File: config.mk
export PLATFORM = sky130hd
export DESIGN_NAME = clc_rx_link
export DESIGN_NICKNAME = d
export VERILOG_FILES = /design/src/design/clc_pkg.sv /design/src/design/clc_rx_link.sv
export VERILOG_INCLUDE_DIRS = /design/src /design/src/design
export SDC_FILE = /design/constraint.sdc
export NUM_CORES = 1
export LEC_CHECK = 0
export BUFFER_PORTS_ARGS = -buffer_cell sky130_fd_sc_hd__buf_2
export CORE_MARGIN = 3
export CORE_UTILIZATION = 61
export CTS_CLUSTER_DIAMETER = 200
export DETAILED_ROUTE_END_ITERATION = 12
export PLACE_DENSITY_LB_ADDON = 0.3
export SLEW_MARGIN = 20
export SYNTH_ARGS = -nofsm -noshare
export SYNTH_HDL_FRONTEND = slang
export SYNTH_SLANG_ARGS = --single-unit
File: constraint.sdc
create_clock -name pclk -period 4.5 [get_ports pclk]
set_input_delay 0.45 -clock pclk [delete_from_list [all_inputs] [get_ports pclk]]
set_output_delay 0.45 -clock pclk [all_outputs]
set_load 0.01 [all_outputs]
File: src/design/clc_rx_link_regs.svh
// register indices, field positions and reset values of the cell receive link block
`ifndef CLC_RX_LINK_REGS_SVH
`define CLC_RX_LINK_REGS_SVH

// register indices; byte address is four times the index
`define CLC_IDX_CTRL       18'h30824
`define CLC_IDX_TXID       18'h30825
`define CLC_IDX_CFG        18'h30826
`define CLC_IDX_STAT_A     18'h3082a
`define CLC_IDX_STAT_B     18'h3082b
`define CLC_IDX_RXID       18'h3082c
`define CLC_IDX_SYNC       18'h3082e

// control byte fields, data bit = 7 - documented bit
`define CLC_CTRL_LOCK      7
`define CLC_CTRL_LOOP      6
`define CLC_CTRL_TXOFF     5
`define CLC_CTRL_RXOFF     4
`define CLC_CTRL_PINH      3
`define CLC_CTRL_SINH      2
`define CLC_CTRL_AUTO      1
`define CLC_CTRL_REALIGN   0

// link cell configuration byte
`define CLC_CFG_AUTORM     7
`define CLC_CFG_REJOIN     6
`define CLC_CFG_MODE_HI    5
`define CLC_CFG_MODE_LO    4

// status bytes
`define CLC_SA_ALIGN       2
`define CLC_SA_URUN        1
`define CLC_SA_ORUN        0
`define CLC_SB_OOF         6
`define CLC_SB_EXSEQ       5
`define CLC_SB_SEQ         4
`define CLC_SB_PAR         3
`define CLC_SB_SECT        2
`define CLC_SB_OVF         1
`define CLC_SB_RDI         0
`define CLC_SY_SEEN        1
`define CLC_SY_GOOD        0

// reset values
`define CLC_CTRL_RST       8'h00
`define CLC_TXID_RST       8'h00
`define CLC_CFG_RST        8'h00
`define CLC_RXID_RST       8'h00

`endif

File: src/design/clc_pkg.sv
// types shared by the cell receive link block
package clc_pkg;
	typedef logic [7:0] clc_byte_t;
	typedef enum logic [1:0] {
		ALIGN_IDLE = 2'b00,
		ALIGN_WAIT = 2'b01,
		ALIGN_RUN  = 2'b10
	} clc_align_t;
endpackage : clc_pkg

File: src/design/clc_rx_link.sv
// cell mode receive link: extraction, checks, drop decision, link control and apb registers
//
// Chosen here: register access over APB.
`timescale 1ns/100ps
`default_nettype none
`include "clc_rx_link_regs.svh"
// Summary of operation
// - strip cell words, compare carried parity with computed parity, flag mismatch.
// - predict next header sequence number; mismatch sets status and pulses fabric error.
// - cells go to the fabric whole, one at a time.
// - filling starts only at the first frame-alignment pair after framing acquired.
// - optional automatic removal of a link with excessive sequence errors.
// - control bit 0 picks receiver lock source: reference or data.
// - control bit 1 loops transmit into receive and turns off output buffers.
// - control bit 2 sends idle cells once any cell in progress ends.
// - control bit 3 stops all receive cell reads from the link.
// - bit 4 clear drops parity-errored cells with a drop pulse; set passes them.
// - bit 5 clear drops sequence-errored cells with a drop pulse; set passes them.
// - control bit 6 enables own overhead generation.
// - rising write of bit 7 centres the alignment read pointer in mode 00.
// - transmit link number goes into F1 when overhead generation is on.
// - read-only register keeps the link number received in F1.
// - quiet status: cell alignment bit 5, underrun bit 6, overrun bit 7.
// - quiet status byte of frame, sequence, parity, overflow and defect faults.
// - status bit 6 shows the frame-alignment pair has been seen.
// - link-good rises only on a frame boundary, falls any time.
// - bit 0 of each register byte is its most significant bit.
// - received words arrive framed and descrambled, 32 bits per clock.
// - receive data leaves on pclk; the crossing to the port controller clock lies beyond this block.
module clc_rx_link #(
	parameter int        CELL_WORDS = 4,
	parameter logic[7:0] EXCESS_SEQ = 8'h04
) (
	input  wire logic              pclk,
	input  wire logic              presetn,
	input  wire logic              psel,
	input  wire logic              penable,
	input  wire logic              pwrite,
	input  wire logic [19:0]       paddr,
	input  wire logic [31:0]       pwdata,
	output logic      [31:0]       prdata,
	output logic                   pready,
	output logic                   pslverr,
	input  wire logic [31:0]       rx_word,
	input  wire logic              rx_word_valid,
	input  wire logic              rx_frame_start,
	input  wire logic              rx_frame_acquired,
	input  wire logic              rx_oof,
	input  wire logic              rx_f1_valid,
	input  wire clc_pkg::clc_byte_t rx_f1_byte,
	input  wire logic              rx_section_parity_err,
	input  wire logic              rx_remote_defect,
	input  wire logic              rx_fifo_ovf_evt,
	input  wire logic              cell_align_err_evt,
	input  wire logic              tx_underrun_evt,
	input  wire logic              tx_overrun_evt,
	input  wire logic              tx_cell_busy,
	output logic      [31:0]       cell_word,
	output logic                   cell_valid,
	output logic                   cell_sop,
	output logic                   cell_eop,
	output logic                   seq_error_ind,
	output logic                   cell_discard_pulse,
	output logic                   rx_lock_source_sel,
	output logic                   internal_loopback_en,
	output logic                   hs_out_buf_en,
	output logic                   tx_send_idle,
	output logic                   auto_overhead_gen,
	output clc_pkg::clc_byte_t     tx_f1_byte,
	output logic                   fifo_center_pulse,
	output logic                   receive_link_healthy,
	output logic                   align_bytes_seen
);
	import clc_pkg::*;

	localparam int IW = (CELL_WORDS > 1) ? $clog2(CELL_WORDS) : 1;
	localparam logic [IW-1:0] LAST = IW'(CELL_WORDS - 1);

	typedef struct packed {
		clc_align_t                 align;
		logic [7:0]                 ctrl;
		logic [7:0]                 txid;
		logic [7:0]                 cfg;
		logic [7:0]                 rxid;
		logic [2:0]                 stat_a;
		logic [6:0]                 stat_b;
		logic                       removed;
		logic                       seen;
		logic                       healthy;
		logic                       good_arm;
		logic                       seq_lock;
		logic                       cell_serr;
		logic [7:0]                 exp_seq;
		logic [7:0]                 par_acc;
		logic [7:0]                 serr_run;
		logic [IW-1:0]              wcnt;
		logic [IW-1:0]              ocnt;
		logic                       out_act;
		logic [CELL_WORDS-1:0][31:0] mem;
		logic [31:0]                ow;
		logic                       ov;
		logic                       osop;
		logic                       oeop;
		logic                       seq_ind;
		logic                       drop_p;
		logic                       center_p;
		logic                       tx_idle;
		logic                       buf_en;
		logic [7:0]                 f1_out;
		logic [31:0]                prdata;
		logic                       pready;
		logic                       pslverr;
	} clc_state_t;

	clc_state_t s_reg;
	clc_state_t s_next;

	// parity of one word folded into a byte; used for every payload word
	function automatic logic [7:0] clc_byte_xor(input logic [31:0] w);
		clc_byte_xor = w[31:24] ^ w[23:16] ^ w[15:8] ^ w[7:0];
	endfunction : clc_byte_xor

	function automatic logic clc_hit(input logic [19:0] a, input logic [17:0] idx);
		clc_hit = (a[19:2] == idx) && (a[1:0] == 2'b00);
	endfunction : clc_hit

	always_comb begin
		logic       wr;
		logic       rd;
		logic       lost;
		logic       take;
		logic       serr;
		logic       perr;
		logic       drop;
		logic [7:0] acc;
		logic [7:0] rbyte;
		logic [2:0] set_a;
		logic [2:0] clr_a;
		logic [6:0] set_b;
		logic [6:0] clr_b;
		logic       excess;
		wr = psel && penable && pwrite;
		rd = psel && penable && !pwrite;
		lost = rx_oof || !rx_frame_acquired;
		take = 1'b0;
		serr = 1'b0;
		perr = 1'b0;
		drop = 1'b0;
		acc = 8'h00;
		rbyte = 8'h00;
		set_a = 3'h0;
		clr_a = 3'h0;
		set_b = 7'h00;
		clr_b = 7'h00;
		excess = 1'b0;
		s_next = s_reg;
		s_next.seq_ind = 1'b0;
		s_next.drop_p = 1'b0;
		s_next.center_p = 1'b0;
		s_next.ov = 1'b0;
		s_next.osop = 1'b0;
		s_next.oeop = 1'b0;
		s_next.pready = 1'b1;

		// register writes take effect at the access edge
		if (wr && clc_hit(paddr, `CLC_IDX_CTRL)) begin
			// only a written 0-to-1 edge counts, and only without multi-link alignment
			if (pwdata[`CLC_CTRL_REALIGN] && !s_reg.ctrl[`CLC_CTRL_REALIGN] &&
			    s_reg.cfg[`CLC_CFG_MODE_HI:`CLC_CFG_MODE_LO] == 2'b00) begin
				s_next.center_p = 1'b1;
			end
			s_next.ctrl = pwdata[7:0];
		end
		if (wr && clc_hit(paddr, `CLC_IDX_TXID)) begin
			s_next.txid = pwdata[7:0];
		end
		if (wr && clc_hit(paddr, `CLC_IDX_CFG)) begin
			s_next.cfg = pwdata[7:0];
			if (pwdata[`CLC_CFG_REJOIN]) begin
				s_next.removed = 1'b0;
			end
		end
		if (rd && clc_hit(paddr, `CLC_IDX_STAT_A)) begin
			clr_a = 3'h7;
		end
		if (rd && clc_hit(paddr, `CLC_IDX_STAT_B)) begin
			clr_b = 7'h7f;
		end

		// read data and error are settled in the setup cycle
		if (psel && !penable) begin
			s_next.pslverr = 1'b0;
			if (clc_hit(paddr, `CLC_IDX_CTRL)) begin
				rbyte = s_reg.ctrl;
			end else if (clc_hit(paddr, `CLC_IDX_TXID)) begin
				rbyte = s_reg.txid;
			end else if (clc_hit(paddr, `CLC_IDX_CFG)) begin
				rbyte = s_reg.cfg;
			end else if (clc_hit(paddr, `CLC_IDX_STAT_A)) begin
				rbyte = {5'h00, s_reg.stat_a};
			end else if (clc_hit(paddr, `CLC_IDX_STAT_B)) begin
				rbyte = {1'b0, rx_oof, s_reg.stat_b[5:1], rx_remote_defect};
			end else if (clc_hit(paddr, `CLC_IDX_RXID)) begin
				rbyte = s_reg.rxid;
			end else if (clc_hit(paddr, `CLC_IDX_SYNC)) begin
				rbyte = {6'h00, s_reg.seen, s_reg.healthy};
			end else begin
				s_next.pslverr = 1'b1;
			end
			s_next.prdata = {24'h000000, rbyte};
		end

		// framing handshake: fill only from the next alignment pair
		unique case (s_reg.align)
			ALIGN_IDLE: begin
				if (!lost) begin
					s_next.align = ALIGN_WAIT;
				end
			end
			ALIGN_WAIT: begin
				if (lost) begin
					s_next.align = ALIGN_IDLE;
				end else if (rx_frame_start) begin
					s_next.align = ALIGN_RUN;
					s_next.seq_lock = 1'b0;
				end
			end
			ALIGN_RUN: begin
				if (lost) begin
					s_next.align = ALIGN_IDLE;
				end
			end
			default: begin
				s_next.align = ALIGN_IDLE;
			end
		endcase

		// playback of a complete accepted cell, one word a cycle
		// crossing into the port controller clock happens beyond this stream
		if (s_reg.out_act) begin
			s_next.ow = s_reg.mem[s_reg.ocnt];
			s_next.ov = 1'b1;
			s_next.osop = (s_reg.ocnt == '0);
			s_next.oeop = (s_reg.ocnt == LAST);
			if (s_reg.ocnt == LAST) begin
				s_next.out_act = 1'b0;
			end else begin
				s_next.ocnt = s_reg.ocnt + 1'b1;
			end
		end

		// a disabled or removed link is never read and restarts at a cell boundary
		if (s_reg.align != ALIGN_RUN || lost || s_reg.ctrl[`CLC_CTRL_RXOFF] || s_reg.removed) begin
			s_next.wcnt = '0;
		end else begin
			take = rx_word_valid;
		end

		if (take) begin
			s_next.mem[s_reg.wcnt] = rx_word;
			if (s_reg.wcnt == '0) begin
				serr = s_reg.seq_lock && (rx_word[31:24] != s_reg.exp_seq);
				s_next.exp_seq = rx_word[31:24] + 8'h01;
				s_next.seq_lock = 1'b1;
				s_next.par_acc = 8'h00;
				s_next.cell_serr = serr;
				s_next.seq_ind = serr;
				set_b[`CLC_SB_SEQ] = serr;
				if (serr) begin
					if (s_reg.serr_run != 8'hff) begin
						s_next.serr_run = s_reg.serr_run + 8'h01;
					end
					// nine bits so a saturated run still counts as excessive
					excess = ({1'b0, s_reg.serr_run} + 9'h001) >= {1'b0, EXCESS_SEQ};
				end else begin
					s_next.serr_run = 8'h00;
				end
			end else begin
				acc = s_reg.par_acc ^ clc_byte_xor(rx_word);
				s_next.par_acc = acc;
			end
			if (s_reg.wcnt == LAST) begin
				perr = acc != s_reg.mem[0][23:16];
				set_b[`CLC_SB_PAR] = perr;
				drop = (perr && !s_reg.ctrl[`CLC_CTRL_PINH]) ||
				       (s_reg.cell_serr && !s_reg.ctrl[`CLC_CTRL_SINH]);
				s_next.drop_p = drop;
				// completion overrides the end of the previous playback: order kept
				if (!drop) begin
					s_next.out_act = 1'b1;
					s_next.ocnt = '0;
				end
				s_next.wcnt = '0;
			end else begin
				s_next.wcnt = s_reg.wcnt + 1'b1;
			end
		end

		if (excess) begin
			set_b[`CLC_SB_EXSEQ] = 1'b1;
			if (s_reg.cfg[`CLC_CFG_AUTORM]) begin
				s_next.removed = 1'b1;
			end
		end

		// link-good only rises after two full stable frames in run
		if (s_reg.align == ALIGN_RUN && !lost && rx_frame_start && !s_reg.removed) begin
			if (s_reg.good_arm) begin
				s_next.healthy = 1'b1;
			end
			s_next.good_arm = 1'b1;
		end
		if (s_reg.align != ALIGN_RUN || lost || excess || s_next.removed) begin
			s_next.healthy = 1'b0;
			s_next.good_arm = 1'b0;
		end

		if (rx_frame_start && rx_frame_acquired) begin
			s_next.seen = 1'b1;
		end
		if (rx_oof) begin
			s_next.seen = 1'b0;
		end

		if (rx_f1_valid) begin
			s_next.rxid = rx_f1_byte;
		end

		set_a[`CLC_SA_ALIGN] = cell_align_err_evt;
		set_a[`CLC_SA_URUN] = tx_underrun_evt;
		set_a[`CLC_SA_ORUN] = tx_overrun_evt;
		set_b[`CLC_SB_SECT] = rx_section_parity_err;
		set_b[`CLC_SB_OVF] = rx_fifo_ovf_evt;
		// an event in the clearing read's cycle survives: set wins
		s_next.stat_a = (s_reg.stat_a & ~clr_a) | set_a;
		s_next.stat_b = (s_reg.stat_b & ~clr_b) | set_b;

		// idle only once the cell on the wire has finished
		if (s_reg.ctrl[`CLC_CTRL_TXOFF]) begin
			s_next.tx_idle = s_reg.tx_idle || !tx_cell_busy;
		end else begin
			s_next.tx_idle = 1'b0;
		end
		s_next.buf_en = !s_next.ctrl[`CLC_CTRL_LOOP];
		s_next.f1_out = s_next.ctrl[`CLC_CTRL_AUTO] ? s_next.txid : 8'h00;
	end

	always_ff @(posedge pclk or negedge presetn) begin
		if (!presetn) begin
			s_reg <= '0;
			s_reg.ctrl <= `CLC_CTRL_RST;
			s_reg.txid <= `CLC_TXID_RST;
			s_reg.cfg <= `CLC_CFG_RST;
			s_reg.rxid <= `CLC_RXID_RST;
			s_reg.align <= ALIGN_IDLE;
			s_reg.buf_en <= 1'b1;
		end else begin
			s_reg <= s_next;
		end
	end

	assign prdata               = s_reg.prdata;
	assign pready               = s_reg.pready;
	assign pslverr              = s_reg.pslverr;
	assign cell_word            = s_reg.ow;
	assign cell_valid           = s_reg.ov;
	assign cell_sop             = s_reg.osop;
	assign cell_eop             = s_reg.oeop;
	assign seq_error_ind        = s_reg.seq_ind;
	assign cell_discard_pulse   = s_reg.drop_p;
	assign rx_lock_source_sel   = s_reg.ctrl[`CLC_CTRL_LOCK];
	assign internal_loopback_en = s_reg.ctrl[`CLC_CTRL_LOOP];
	assign hs_out_buf_en        = s_reg.buf_en;
	assign tx_send_idle         = s_reg.tx_idle;
	assign auto_overhead_gen    = s_reg.ctrl[`CLC_CTRL_AUTO];
	assign tx_f1_byte           = s_reg.f1_out;
	assign fifo_center_pulse    = s_reg.center_p;
	assign receive_link_healthy = s_reg.healthy;
	assign align_bytes_seen     = s_reg.seen;
endmodule : clc_rx_link
`default_nettype wire

==> metrics <==
grt total ovfl=0; via density per instance=about 5.9; Final Hold Fails=6; most frequent cell after synthesis=dfrtp_1; Arr. time, crit path=~3.2 ns; fin nets=approximately 1200; Skew-Pair Late Insertion Delay=about 0.54 ns; Slew headroom=31.5%; leak pwr=just over 7 nW; total power divided by cell area=roughly 370 nW/um2; Pre-antenna DRT Iters=5; gpl congestion=~0.87; outcome=finished with violations; top post-synthesis cells by count=262 x dfrtp_1, 190 x mux2_2, 74 x buf_4, 49 x nand2_1, 45 x o21ai_0; post-CTS setup buffer count=0; final non-filler cell total=~1300; die width=approximately 150 um; crit-path max cell delay=approximately 0.66 ns; Wirelength per Cell=~20 um; core footprint=around 20000 um2; GRT Util Overall=about a quarter; io pins=196; worst-path fanout max=25; Tmin final=between 2 and 3 ns; post-CTS sizing=0; CP cell instances=inv_1 > ha_1 > nand4_1 > a211o_1 > or2_2 > o41ai_1; number of global-route vias before repair=between 7000 and 8000; Port Buffer Count=~150; Clock Skews=0.0172 ns; H-tree depth=1; clock buffer depth=3; slowest cell on the critical path=ha_1; HP Class=in -> async; Root Buffer=clkbuf_16; dpl hpwl=about 18 mm; Cell Rows=51; Final Max Tran Viols=0; clock-pin slew on the worst setup and hold paths=approximately 0.060 ns; CTS tree=yes; failing checks=hold timing; top cell type's share of synthesized area=52.6%; total CTS buffers=28; Critical Path RT=4.90 ns; first-pass GRT wire length=42.4 mm; cell area after layout=14000 um2; Critical Path Start Type=register; Synth area leaders=dfrtp_1 53%, mux2_2 17%, mux4_2 5.8%; Final setup viols=0; initial drt markers=about 450; YS warnings=0; routed wire length=roughly 27 mm; Seq/Total Area, Yosys=52.8%; share of cells above drive strength 1=between 40% and 50%; Max-Cap Viols=0; Avg Cell Area, Syn=between 10 and 15 um2; CTS sink cnt=approximately 260; RSZ-0062 raised after global routing=no; Placed Area=approximately 13000 um2; pin count of the biggest net entering global routing=roughly 130; final period utilization=between 60% and 70%; crit path kind=reg -> reg; via count=7868; synth-to-layout area growth=12.2%; placed insts=approximately 1300; die extent in y=149 um; Fin Hold WS=-0.0103 ns; DRC viols=0; initial antenna violation count=0; Detail Route Antenna Nets=0; max frequency=between 0.3 and 0.4 GHz; Cell variety after synth=65; setup TNS=0 ns; number of synthesized register bits=around 260; final core utilization=70.7%; Die ar.=22200 um2; cts hold-fix bufs=0; cells after synthesis=around 950; Synth Flop Type=dfrtp_1; VDD IR max=~0.00031 V; synthesized cell area=12500 um2; Initial Util=between 60% and 70%; worst slew pin tran=roughly 1.0 ns; Synth async-reset ratio=100%; EDFF count, synth=0; area leader, netlist=dfrtp_1; Crit. End Element=register
## cell families (layout without fill, tap and decap cells)
kind of cell	after synthesis	in the layout	share of synthesized area, %
AND/OR/NAND/NOR	174	174	7.71
adder cells (fa/ha/maj)	6	6	0.602
multiplexers	227	227	23.4
XOR/XNOR	38	38	3.55
other	2	27	0.0602
buffers and inverters	136	224	6.42
flip-flops	263	263	52.8
AO/OA/AOI/OAI	108	108	5.51
## layout make-up
| cell class | count | area [um2] |
|---|---|---|
| fill | 1373 | 5790 |
| clock inverter | 16 | 194 |
| clock buffer | 36 | 802 |
| tap | 265 | 332 |
| sequential | 263 | 6580 |
| timing repair buffer | 156 | 826 |
| multi-input combinational | 578 | 5190 |
| antenna | 2 | 5.00 |
| inverter | 16 | 60.1 |
## power by group
group	switching, W	internal, W	leakage (nW)
clock	0.000956	0.00149	0.484
sequential	0.0000292	0.00241	3.58
combinational	0.000178	0.000125	2.99
## worst paths after layout
| path | startpoint | endpoint | slack, ns | cells past startpoint |
|---|---|---|---|---|
| max reg2reg | s_reg[213] | s_reg[220] | 1.68 | 6 |
| max | s_reg[213] | s_reg[220] | 1.68 | 6 |
| min in group pclk | cell_align_err_evt | s_reg[254] | 0.10 | 2 |
| min reg2reg | s_reg[247] | s_reg[247] | 0.47 | 1 |
| min | presetn | s_reg[260] | -0.01 | 1 |
| max in group asynchronous | presetn | asynchronous set/reset pin | 3.46 | 2 |
## metal layers
metal  part of all wire, %  GRT usage [%]
met5                     0              0
met4                   3.0           7.92
met3                   5.0           3.28
met2                    49           39.9
met1                    43           33.5
## metrics by stage
stage                     total power (W)  worst slack, ns  hold WS, ns
after CTS                         0.00522             1.72       0.0579
after floorplan                   0.00265             2.21        0.154
after global placement            0.00277             1.36        0.448
after detailed placement          0.00278             1.26        0.456
final                             0.00519             1.68      -0.0103
after global routing              0.00534             1.45       0.0879
## worst max-delay path: cells and delay by family, from the launching register on
family                   cells  cell delay [ns]
adder cells (fa/ha/maj)      1             0.66
AO/OA/AOI/OAI                2             0.82
buffers and inverters        1             0.10
AND/OR/NAND/NOR              2             0.68
flip-flops                   1             0.42
## layout by cell type (no fill, tap or decap), types with 16 or more instances in the layout
cell type / count
buf_2: 146
clkbuf_16: 29
conb_1: 25
dfrtp_1: 261
inv_1: 16
mux2_2: 190
mux4_2: 32
nand2_1: 48
nand3_1: 22
nor2_1: 19
o21ai_0: 45
xnor2_1: 18
(Power assumes the default switching activity.)
